**config.mk**
```make
export PLATFORM = sky130hd
export DESIGN_NAME = cantx_top
export DESIGN_NICKNAME = d
export VERILOG_FILES = /design/src/rtl/cantx_pkg.sv /design/src/rtl/cantx_top.sv /design/src/rtl/cantx_run_timer.sv
export SDC_FILE = /design/constraint.sdc
export NUM_CORES = 1
export LEC_CHECK = 0
export ABC_AREA = 1
export BUFFER_PORTS_ARGS = -buffer_cell sky130_fd_sc_hd__buf_2
export CAP_MARGIN = 20
export CORE_MARGIN = 2
export CORE_UTILIZATION = 50
export CTS_CLUSTER_DIAMETER = 100
export CTS_CLUSTER_SIZE = 16
export DETAILED_ROUTE_END_ITERATION = 8
export PLACE_DENSITY = 0.75
export SYNTH_ARGS = -nofsm -noshare
export SYNTH_HDL_FRONTEND = slang
export SYNTH_HIERARCHICAL = 1
export SYNTH_SLANG_ARGS = --single-unit
```
**constraint.sdc**
```tcl
create_clock -name mclk -period 2.9 [get_ports mclk]
set_input_delay 0.435 -clock mclk [delete_from_list [all_inputs] [get_ports mclk]]
set_output_delay 0.435 -clock mclk [all_outputs]
set_load 0.01 [all_outputs]
```
**src/rtl/cantx_pkg.sv**
```systemverilog
/*
 * Constants, codes and types shared by the CAN transceiver control logic:
 * mode and slew codes, timing figures and their cycle counts, fault codes.
 * Assumes a single 125 MHz system clock drives all users of this package.
 */

package cantx_pkg;

	// ************************************************************
	// Clock and timing figures.
	// ************************************************************

	// System clock period in nanoseconds.
	localparam int CLK_PERIOD_NS = 8;

	// A wake dominant pulse counts only when longer than this.
	localparam int WAKE_PULSE_MIN_NS = 500;
	// Least time, so rounded up to whole cycles.
	localparam int WAKE_PULSE_MIN_CYC = (WAKE_PULSE_MIN_NS + CLK_PERIOD_NS - 1) / CLK_PERIOD_NS;

	// Single-pulse wake needs a dominant pulse of this length.
	localparam int WAKE_SINGLE_NS = 2000;
	localparam int WAKE_SINGLE_CYC = (WAKE_SINGLE_NS + CLK_PERIOD_NS - 1) / CLK_PERIOD_NS;

	// Three valid pulses must fit in this window (longest time, rounded down).
	localparam int WAKE_WINDOW_US = 120;
	localparam int WAKE_WINDOW_CYC = (WAKE_WINDOW_US * 1000) / CLK_PERIOD_NS;

	// Transmit input dominant timeout (shortest figure, rounded up).
	localparam int TXD_DOM_TIMEOUT_US = 300;
	localparam int TXD_DOM_TIMEOUT_CYC = (TXD_DOM_TIMEOUT_US * 1000 + CLK_PERIOD_NS - 1) / CLK_PERIOD_NS;

	// Bus dominant clamp timeout; plain default value.
	localparam int BUS_CLAMP_TIMEOUT_US = 1000;
	localparam int BUS_CLAMP_TIMEOUT_CYC = (BUS_CLAMP_TIMEOUT_US * 1000 + CLK_PERIOD_NS - 1) / CLK_PERIOD_NS;

	// Pulses for a pattern wake and cycles for a confirmed fault.
	localparam logic [1:0] WAKE_PATTERN_PULSES = 2'h3;
	localparam logic [2:0] FAULT_CONFIRM_CYCLES = 3'h5;

	// ************************************************************
	// Mode and slew codes.
	// ************************************************************

	localparam logic [1:0] MODE_TXRX = 2'h0;
	localparam logic [1:0] MODE_RXONLY = 2'h1;
	localparam logic [1:0] MODE_SLEEP = 2'h2;

	// Code zero is the fastest rate and the reset default.
	localparam logic [1:0] SLEW_FAST = 2'h0;
	localparam logic [1:0] SLEW_MID = 2'h1;
	localparam logic [1:0] SLEW_SLOW = 2'h2;

	// ************************************************************
	// Comparator sample layout and fault codes.
	// ************************************************************

	// Bit positions of the six comparators in a sample word.
	localparam int CMP_GND = 0;
	localparam int CMP_BATT = 2;
	localparam int CMP_RAIL = 4;
	localparam int CMP_W = 6;

	// Detected bus fault.
	typedef enum logic [2:0] {
		FLT_NONE, FLT_L_GND, FLT_H_GND, FLT_L_BATT, FLT_H_BATT, FLT_L_RAIL, FLT_H_RAIL
	} cantx_flt_e;

	// Transceiver operating state.
	typedef enum logic [2:0] {
		ST_STANDBY, ST_ACTIVE, ST_LOCKED, ST_SLEEP, ST_WOKEN
	} cantx_st_e;

endpackage : cantx_pkg

```
**src/rtl/cantx_top.sv**
```systemverilog
/*
 * Control logic of a high-speed CAN transceiver: operating modes, driver
 * control, receive output, slew select, bus wake-up detection and bus
 * short-circuit diagnosis. Configuration arrives as plain level ports from
 * the serial register block; inputs are synchronous to mclk.
 */
// Functional notes
// Transmit-receive mode: driver and receiver both active.
// Receive-only mode: driver off, receiver reports bus.
// Driver enables in Normal mode with recessive input.
// High input recessive bus, low input dominant.
// Receive output high recessive, low dominant.
// Three slew rates, fastest by default.
// Sleep: drivers off, lines grounded, bias released.
// Wake sets flag, pulses interrupt, leaves sleep.
// Back to Normal restores recessive bus levels.
// Wake detection only asleep with wake enabled.
// Pattern wake: three valid pulses within window.
// Valid dominant pulse lasts over 500 ns.
// Single-pulse wake after a 2 us pulse.
// Decode ground comparators into ground faults.
// Decode battery comparators into battery faults.
// Decode rail comparators into rail faults.
// Recessive phase detects, dominant phase locates.
// Report fault after five matching cycles.
// Long dominant bus sets bus failure flag.
// Controller keeps baud rate of 40 kbaud minimum.
// Stuck dominant input disables driver, sets flag.
// Driver stays off until cleared and re-enabled.
// Window expiry discards counted wake pulses.

`timescale 1ns/100ps
`default_nettype none

module cantx_top #(
	parameter int WAKE_WINDOW_CYC = cantx_pkg::WAKE_WINDOW_CYC,
	parameter int TXD_DOM_TIMEOUT_CYC = cantx_pkg::TXD_DOM_TIMEOUT_CYC,
	parameter int BUS_CLAMP_TIMEOUT_CYC = cantx_pkg::BUS_CLAMP_TIMEOUT_CYC
) (
	input wire logic mclk,
	input wire logic reset,
	// Transmit input from the protocol controller, high is recessive.
	input wire logic txd,
	// Main differential receiver, high when the bus is dominant.
	input wire logic bus_diff_dom,
	// Low-power wake receiver, high when the bus is dominant.
	input wire logic wake_diff_dom,
	// Configuration levels from the serial register block.
	input wire logic [1:0] mode_sel,
	input wire logic mode_wr,
	input wire logic [1:0] slew_sel,
	input wire logic wake_en,
	input wire logic wake_single_pulse_select,
	// One-cycle pulse: software has read the flags.
	input wire logic flags_read,
	// Fault comparators.
	input wire logic low_line_gnd_cmp,
	input wire logic high_line_gnd_cmp,
	input wire logic low_line_batt_cmp,
	input wire logic high_line_batt_cmp,
	input wire logic low_line_rail_cmp,
	input wire logic high_line_rail_cmp,
	// Bus side controls.
	output logic rxd,
	output logic drv_en,
	output logic drv_dom,
	output logic [1:0] slew_rate,
	output logic bus_gnd_term,
	output logic split_en,
	output logic wake_rx_en,
	// Status.
	output logic int_n,
	output logic wake_flag,
	output logic bus_fault_flag,
	output logic [2:0] bus_fault_code,
	output logic bus_clamp_flag,
	output logic txd_perm_flag
);

	import cantx_pkg::*;

	// ************************************************************
	// Widths and state.
	// ************************************************************

	// Wider than any count that is compared.
	localparam int WIN_W = $clog2(WAKE_WINDOW_CYC + 1);
	localparam int PW = 8;
	localparam int TW = $clog2(TXD_DOM_TIMEOUT_CYC + 2);
	localparam int CW = $clog2(BUS_CLAMP_TIMEOUT_CYC + 2);

	// Whole state of the block; output fields feed ports directly.
	typedef struct packed {
		cantx_st_e st;
		logic read_seen;
		logic [1:0] pcnt;
		logic [WIN_W-1:0] win;
		logic [CMP_W-1:0] rec;
		logic [CMP_W-1:0] dom;
		logic was_dom;
		cantx_flt_e last;
		logic [2:0] conf;
		logic rxd;
		logic drv_en;
		logic drv_dom;
		logic [1:0] slew;
		logic gnd_term;
		logic split_en;
		logic wake_rx_en;
		logic int_n;
		logic wake_flag;
		logic fault_flag;
		cantx_flt_e fault_code;
		logic clamp_flag;
		logic perm_flag;
	} cantx_state_s;

	cantx_state_s state_q;
	cantx_state_s state_d;

	// Run lengths of wake pulses, transmit dominant and bus dominant.
	logic [PW-1:0] wake_len;
	logic [TW-1:0] txd_len;
	logic [CW-1:0] clamp_len;
	// Current comparator sample.
	logic [CMP_W-1:0] cmp_now;

	assign cmp_now = {high_line_rail_cmp, low_line_rail_cmp, high_line_batt_cmp,
		low_line_batt_cmp, high_line_gnd_cmp, low_line_gnd_cmp};

	// ************************************************************
	// Fault decode.
	// ************************************************************

	// Decodes one comparator pair; pairs are {high, low}.
	// For the ground pair a healthy bus reads high when recessive, so the
	// detect pattern is all-low; the other pairs detect on all-high.
	function automatic cantx_flt_e pair_decode(
		input logic [1:0] rec2,
		input logic [1:0] dom2,
		input logic gnd,
		input cantx_flt_e l_code,
		input cantx_flt_e h_code
	);
		cantx_flt_e r;
		r = FLT_NONE;
		if (gnd) begin
			if (rec2 == 2'h0) begin
				if (dom2 == 2'h2) begin
					r = l_code;
				end else if (dom2 == 2'h0) begin
					r = h_code;
				end
			end
		end else if (rec2 == 2'h3) begin
			if (dom2 == 2'h3) begin
				r = l_code;
			end else if (dom2 == 2'h2) begin
				r = h_code;
			end
		end
		return r;
	endfunction : pair_decode

	// ************************************************************
	// Run timers.
	// ************************************************************

	// Wake receiver is only looked at while it is enabled.
	cantx_run_timer #(
		.W(PW)
	) u_wake_tmr (
		.clk(mclk),
		.reset(reset),
		.run(wake_diff_dom & state_q.wake_rx_en),
		.count(wake_len)
	);

	// Transmit input dominant while the driver is on.
	cantx_run_timer #(
		.W(TW)
	) u_txd_tmr (
		.clk(mclk),
		.reset(reset),
		.run(~txd & state_q.drv_en),
		.count(txd_len)
	);

	// Bus held dominant, whatever the mode.
	cantx_run_timer #(
		.W(CW)
	) u_clamp_tmr (
		.clk(mclk),
		.reset(reset),
		.run(bus_diff_dom),
		.count(clamp_len)
	);

	// ************************************************************
	// Next-state logic.
	// ************************************************************

	// Mode sequencing, wake detection, diagnosis and flags.
	// Flags are sticky; a set in the same cycle as a read wins.
	always_comb begin
		logic valid_pulse;
		logic wake_evt;
		logic drv_on;
		cantx_flt_e f;
		valid_pulse = 1'b0;
		wake_evt = 1'b0;
		drv_on = 1'b0;
		f = FLT_NONE;
		state_d = state_q;
		state_d.int_n = 1'b1;

		// Flag reads clear; sets below override.
		if (flags_read) begin
			state_d.wake_flag = 1'b0;
			state_d.fault_flag = 1'b0;
			state_d.clamp_flag = 1'b0;
			state_d.perm_flag = 1'b0;
		end

		// pulse length
		valid_pulse = (wake_len == PW'(WAKE_PULSE_MIN_CYC));

		// three-pulse window
		if (state_q.pcnt != 2'h0) begin
			if (state_q.win == WIN_W'(WAKE_WINDOW_CYC)) begin
				// window expiry restart
				state_d.pcnt = 2'h0;
				state_d.win = '0;
			end else begin
				state_d.win = state_q.win + 1'b1;
			end
		end
		if (wake_single_pulse_select) begin
			// single long pulse
			wake_evt = (wake_len == PW'(WAKE_SINGLE_CYC));
			state_d.pcnt = 2'h0;
		end else if (valid_pulse && state_d.pcnt != 2'h0) begin
			// count within window
			state_d.pcnt = state_d.pcnt + 1'b1;
			wake_evt = (state_d.pcnt == WAKE_PATTERN_PULSES);
		end else if (valid_pulse) begin
			state_d.pcnt = 2'h1;
			state_d.win = '0;
		end
		// only while armed
		wake_evt = wake_evt & state_q.wake_rx_en;
		if (wake_evt || !state_q.wake_rx_en) begin
			state_d.pcnt = 2'h0;
			state_d.win = '0;
		end

		// Operating state.
		case (state_q.st)
			ST_STANDBY: begin
				if (mode_sel == MODE_SLEEP) begin
					state_d.st = ST_SLEEP;
				// enable on recessive input
				end else if (mode_sel == MODE_TXRX && txd) begin
					state_d.st = ST_ACTIVE;
				end
			end
			ST_ACTIVE: begin
				drv_on = 1'b1;
				if (txd_len == TW'(TXD_DOM_TIMEOUT_CYC)) begin
					// stuck dominant lockout
					state_d.st = ST_LOCKED;
					state_d.read_seen = 1'b0;
					state_d.perm_flag = 1'b1;
					drv_on = 1'b0;
				end else if (mode_sel == MODE_SLEEP) begin
					state_d.st = ST_SLEEP;
					drv_on = 1'b0;
				// receive-only drops driver
				end else if (mode_sel != MODE_TXRX) begin
					state_d.st = ST_STANDBY;
					drv_on = 1'b0;
				end
			end
			ST_LOCKED: begin
				// release to standby needs read, recessive input, fresh mode write; a fresh sleep mode write releases without them
				if (flags_read) begin
					state_d.read_seen = 1'b1;
				end
				if (mode_wr && mode_sel == MODE_SLEEP) begin
					state_d.st = ST_SLEEP;
				end else if (mode_wr && state_q.read_seen && txd) begin
					state_d.st = ST_STANDBY;
				end
			end
			ST_SLEEP: begin
				// wake leaves sleep
				if (wake_evt) begin
					state_d.st = ST_WOKEN;
				// back to bias
				end else if (mode_sel != MODE_SLEEP) begin
					state_d.st = ST_STANDBY;
				end
			end
			ST_WOKEN: begin
				if (mode_sel != MODE_SLEEP) begin
					state_d.st = ST_STANDBY;
				end
			end
			default: begin
				state_d.st = ST_STANDBY;
			end
		endcase

		// flag and interrupt pulse
		if (wake_evt) begin
			state_d.wake_flag = 1'b1;
			state_d.int_n = 1'b0;
		end

		// driver follows transmit input
		state_d.drv_en = drv_on;
		// low input drives dominant
		state_d.drv_dom = drv_on & ~txd;
		// sleep terminations
		state_d.gnd_term = (state_d.st == ST_SLEEP);
		state_d.split_en = (state_d.st != ST_SLEEP);
		// wake receiver armed
		state_d.wake_rx_en = (state_d.st == ST_SLEEP) & wake_en;
		// receive output polarity
		state_d.rxd = (state_d.st == ST_SLEEP) | ~bus_diff_dom;

		// slew select, fastest default
		case (slew_sel)
			SLEW_MID: state_d.slew = SLEW_MID;
			SLEW_SLOW: state_d.slew = SLEW_SLOW;
			default: state_d.slew = SLEW_FAST;
		endcase

		// sample each phase while driving
		if (state_q.drv_en && state_q.drv_dom) begin
			state_d.dom = cmp_now;
		end else if (state_q.drv_en) begin
			state_d.rec = cmp_now;
		end
		state_d.was_dom = state_q.drv_en & state_q.drv_dom;

		// One cycle ends when the driver leaves dominant.
		if (state_q.was_dom && !(state_q.drv_en && state_q.drv_dom)) begin
			// ground pair
			f = pair_decode(state_q.rec[CMP_GND +: 2], state_q.dom[CMP_GND +: 2], 1'b1,
				FLT_L_GND, FLT_H_GND);
			// battery pair
			if (f == FLT_NONE) begin
				f = pair_decode(state_q.rec[CMP_BATT +: 2], state_q.dom[CMP_BATT +: 2], 1'b0,
					FLT_L_BATT, FLT_H_BATT);
			end
			// rail pair
			if (f == FLT_NONE) begin
				f = pair_decode(state_q.rec[CMP_RAIL +: 2], state_q.dom[CMP_RAIL +: 2], 1'b0,
					FLT_L_RAIL, FLT_H_RAIL);
			end
			// five matching cycles
			if (f == FLT_NONE) begin
				state_d.conf = 3'h0;
			end else if (f != state_q.last) begin
				state_d.conf = 3'h1;
			end else if (state_q.conf != FAULT_CONFIRM_CYCLES) begin
				state_d.conf = state_q.conf + 1'b1;
			end
			state_d.last = f;
			if (f != FLT_NONE && state_d.conf == FAULT_CONFIRM_CYCLES) begin
				state_d.fault_flag = 1'b1;
				state_d.fault_code = f;
			end
		end

		// clamp timeout
		if (clamp_len == CW'(BUS_CLAMP_TIMEOUT_CYC)) begin
			state_d.clamp_flag = 1'b1;
		end
	end

	// ************************************************************
	// State register.
	// ************************************************************

	// Reset leaves the bus recessive with bias on and all flags clear.
	always_ff @(posedge mclk or posedge reset) begin
		if (reset) begin
			state_q <= '0;
			state_q.st <= ST_STANDBY;
			state_q.rxd <= 1'b1;
			state_q.split_en <= 1'b1;
			state_q.int_n <= 1'b1;
			state_q.slew <= SLEW_FAST;
		end else begin
			state_q <= state_d;
		end
	end

	// ************************************************************
	// Outputs, all straight from the state register.
	// ************************************************************

	assign rxd = state_q.rxd;
	assign drv_en = state_q.drv_en;
	assign drv_dom = state_q.drv_dom;
	assign slew_rate = state_q.slew;
	assign bus_gnd_term = state_q.gnd_term;
	assign split_en = state_q.split_en;
	assign wake_rx_en = state_q.wake_rx_en;
	assign int_n = state_q.int_n;
	assign wake_flag = state_q.wake_flag;
	assign bus_fault_flag = state_q.fault_flag;
	assign bus_fault_code = state_q.fault_code;
	assign bus_clamp_flag = state_q.clamp_flag;
	assign txd_perm_flag = state_q.perm_flag;

endmodule : cantx_top

`default_nettype wire

```
**src/rtl/cantx_run_timer.sv**
```systemverilog
/*
 * Saturating run-length counter: counts consecutive cycles with run high.
 * Assumes run is synchronous to clk; the count clears the cycle after run drops.
 */

`timescale 1ns/100ps
`default_nettype none

module cantx_run_timer #(
	parameter int W = 16
) (
	input wire logic clk,
	input wire logic reset,
	input wire logic run,
	output logic [W-1:0] count
);

	// ************************************************************
	// State.
	// ************************************************************

	// Whole state of the timer.
	typedef struct packed {
		logic [W-1:0] cnt;
	} cantx_tmr_s;

	cantx_tmr_s state_q;
	cantx_tmr_s state_d;

	// Saturation keeps a stuck input from wrapping back to a short length.
	always_comb begin
		state_d = state_q;
		if (!run) begin
			state_d.cnt = '0;
		end else if (state_q.cnt != {W{1'b1}}) begin
			state_d.cnt = state_q.cnt + 1'b1;
		end
	end

	// Register the next state.
	always_ff @(posedge clk or posedge reset) begin
		if (reset) begin
			state_q <= '0;
		end else begin
			state_q <= state_d;
		end
	end

	assign count = state_q.cnt;

endmodule : cantx_run_timer

`default_nettype wire

```
==> run metrics <==
Comb pwr share 0.224; Distinct cells, synth 51; post-synthesis cell count 753; total power per unit cell area 559 mW/mm^2; Post-Syn Area 0.00569 sq mm; ys async rst share 1.00; most frequent cells in the layout 185 x nand2_1, 107 x inv_1, 93 x dfrtp_1, 82 x nor2_1, 62 x nand3_1; post-synthesis sequential area ratio 0.423; YS warnings 6; initial antenna violation count 0; Area Growth Syn to Fin 10.3%; DIE AREA between 0.01 and 0.015 sq mm; critical path class flop to flop; postcts setup bufs 0; min cycle time layout 2.40 ns; CTS Hold Bufs 0; total count of hold-check failures in the final report 0; hpwl dp 8.82 mm; H-tree depth 3; CP peak stage delay 0.39 ns; Post-synth top flop dfrtp_1; Hold Path Class primary input to async pin; global-route wire length before repair roughly 21 mm; Avg WL per Cell 12.5 um; clk root buf clkbuf_16; number of synthesized flops with an enable pin 0; Crit-path slowest cell dfrtp_1; RSZ-0062 raised after global routing false; gr usage total 0.203; nets 818; Antenna Nets Post-Route 0; clock share of power 0.341; Max-cap violations 0; initial core utilization 0.518; commonest non-fill, non-tap cell in the layout nand2_1; share of the clock period used by the worst path 0.829; 1st-iter DRT viols 287; CP startpoint state_q[35]; fillers around 1k; CTS tree done; cells along the critical path inv_1, ha_1, nand4_1, nor3_2, or2_2, ha_1, nand2_1, nand3b_1, nand3_1, inv_1, nand2_1, nor3_1; worst-skew pair later-pin latency 0.35 ns; crit-path max FO 8; Setup Slack @ Placement 0.497 ns; Die Ht around 110 um; Cell Rows 38; Overflow after GRT 0; Non-Filler Instances 934; Port Buffer Count 34; Switching Power 0.00114 W; TritonCTS Sinks 96; vias in the first global route 4,740; P_leak 3.14 nW; Max Fclk 416 MHz; Ant. Diodes 0; setup total negative slack 0 ns; Worst setup EP type flop; Reg power frac 0.435; Ports 35; Inst Count DP 918; Longest Clk Path Bufs 2; R2R cell count 12; Slew HR 0.563; reg2reg end state_q[35]; syn avg cell area 7.56 sq um; Core Area 0.0110 sq mm; flops & latches, synth 96; register clock-pin slew on the reported worst setup and hold paths 0.07 ns; Least-Margin Pin Slew 0.655 ns; Remaining DRCs 0; worst path required time 3.16 ns; Power Internal 0.00237 W; status completed; crit path to state_q[35]; CP Launch Type flop; hold slack 0.0767 ns; switching share of power 0.325; Reg2Reg Setup Slack 0.50 ns; DIE WIDTH 111 um; Placer Congestion 0.880; DRT Wirelength roughly 12 mm; worst vdd ir 0.271 mV; DR vias 4,847; Num CTS Buffers 9; pin count of the biggest net entering global routing 29; drt first pass iters 5; vias per inst 5.19; Synth Net Count about 780; Final setup violation count 0; worst setup margin a little under 0.5 ns; max-slew violations 0; clock skew 0.0101 ns; share of cells above drive strength 1 0.176; post-CTS sizing 0; Crit path arrival time 2.66 ns; r2r startpoint state_q[35]
power groups by stage:
stage	Combinational, W	Clock (W)	Sequential (W)
after floorplan	0.000633	0	0.00154
final	0.000787	0.00120	0.00153
after CTS	0.000791	0.00122	0.00153
after global placement	0.000761	0	0.00155
after global routing	0.000888	0.00127	0.00154
after detailed placement	0.000790	0	0.00155
cells by family after synthesis:
group / share of synthesized area
flip-flops: 0.423
AND/OR/NAND/NOR: 0.385
multiplexers: 0.00176
adder cells (fa/ha/maj): 0.0220
buffers and inverters: 0.0919
XOR/XNOR: 0.00769
AO/OA/AOI/OAI: 0.0692
stage by stage:
stage                     instance area (sq um)  total power (W)   util
final                                      6280          0.00351  0.572
after global routing                       6280          0.00370  0.572
after CTS                                  6280          0.00354  0.572
after detailed placement                   5980          0.00234  0.545
after global placement                     5980          0.00231  0.545
after floorplan                            5690          0.00217      -
area by class of cell:
cell class	count	area (sq um)	area share
Tap cell	140	175	0.0279
Clock inverter	7	72.6	0.0116
Inverter	118	445	0.0709
Timing Repair Buffer	37	193	0.0307
Multi-Input combinational cell	527	2760	0.440
Clock buffer	9	225	0.0359
Sequential cell	96	2410	0.383
cell usage after synthesis, types with 2 or more instances:
| cell type | n | area share |
|---|---|---|
| clkbuf_1 | 2 | 0.0013 |
| nor4_1 | 2 | 0.0022 |
| nor3_4 | 2 | 0.0057 |
| o21ai_1 | 3 | 0.0026 |
| nor2_1 | 82 | 0.054 |
| nand3_2 | 5 | 0.0088 |
| nand3_1 | 62 | 0.055 |
| a211oi_1 | 2 | 0.0026 |
| o41ai_1 | 2 | 0.0031 |
| ha_1 | 10 | 0.022 |
| dfstp_2 | 3 | 0.014 |
| buf_2 | 2 | 0.0018 |
| nand2_1 | 185 | 0.12 |
| nand2_2 | 25 | 0.027 |
| nor3b_1 | 2 | 0.0026 |
| inv_1 | 108 | 0.071 |
| a21oi_1 | 14 | 0.012 |
| nor2_4 | 9 | 0.018 |
| nand4_1 | 21 | 0.023 |
| o21bai_1 | 4 | 0.0053 |
| o21ai_0 | 31 | 0.027 |
| inv_2 | 8 | 0.0053 |
| nor3_2 | 2 | 0.0035 |
| or2_2 | 7 | 0.0077 |
| xor2_1 | 4 | 0.0062 |
| buf_4 | 6 | 0.0079 |
| o21ai_2 | 2 | 0.0031 |
| nor3_1 | 12 | 0.011 |
| nand3b_1 | 5 | 0.0066 |
| nand2_4 | 4 | 0.0079 |
| a31oi_1 | 3 | 0.0033 |
| dfrtp_1 | 93 | 0.41 |
| nor2_2 | 11 | 0.012 |
| o22ai_1 | 2 | 0.0022 |
| nand3_4 | 2 | 0.0062 |
critical path: cells and delay by family (launching register included):
family	cells	cell delay [ns]
buf+inv	2	0.25
fa+ha+maj	2	0.42
simple gates	8	1.26
flops	1	0.39
flip-flops by register name, indices dropped and copies added (netlist names), 2 cells and up:
name	count
state_q	39
slew_rate	2
bus_fault_code	3
u_wake_tmr/count	8
u_clamp_tmr/count	17
u_txd_tmr/count	16
routing by layer:
layer	GRT usage	part of all wire	vias to the layer above	routed length [um]
li1	-	-	2461	-
met1	0.260	0.46	2260	5380
met3	0.0317	0.031	30	368
met5	0	0	-	0
met2	0.334	0.48	96	5580
met4	0.103	0.033	0	382
how the worst min path moves through the flow:
| stage | to | slack, ns |
|---|---|---|
| final | u_wake_tmr/count[1] | 0.08 |
| after global placement | u_wake_tmr/count[5] | 0.45 |
| after floorplan | u_wake_tmr/count[0] | 0.25 |
| after detailed placement | u_wake_tmr/count[4] | 0.46 |
| after CTS | u_wake_tmr/count[7] | 0.08 |
| after global routing | u_wake_tmr/count[1] | 0.09 |
(Power assumes the default switching activity.)
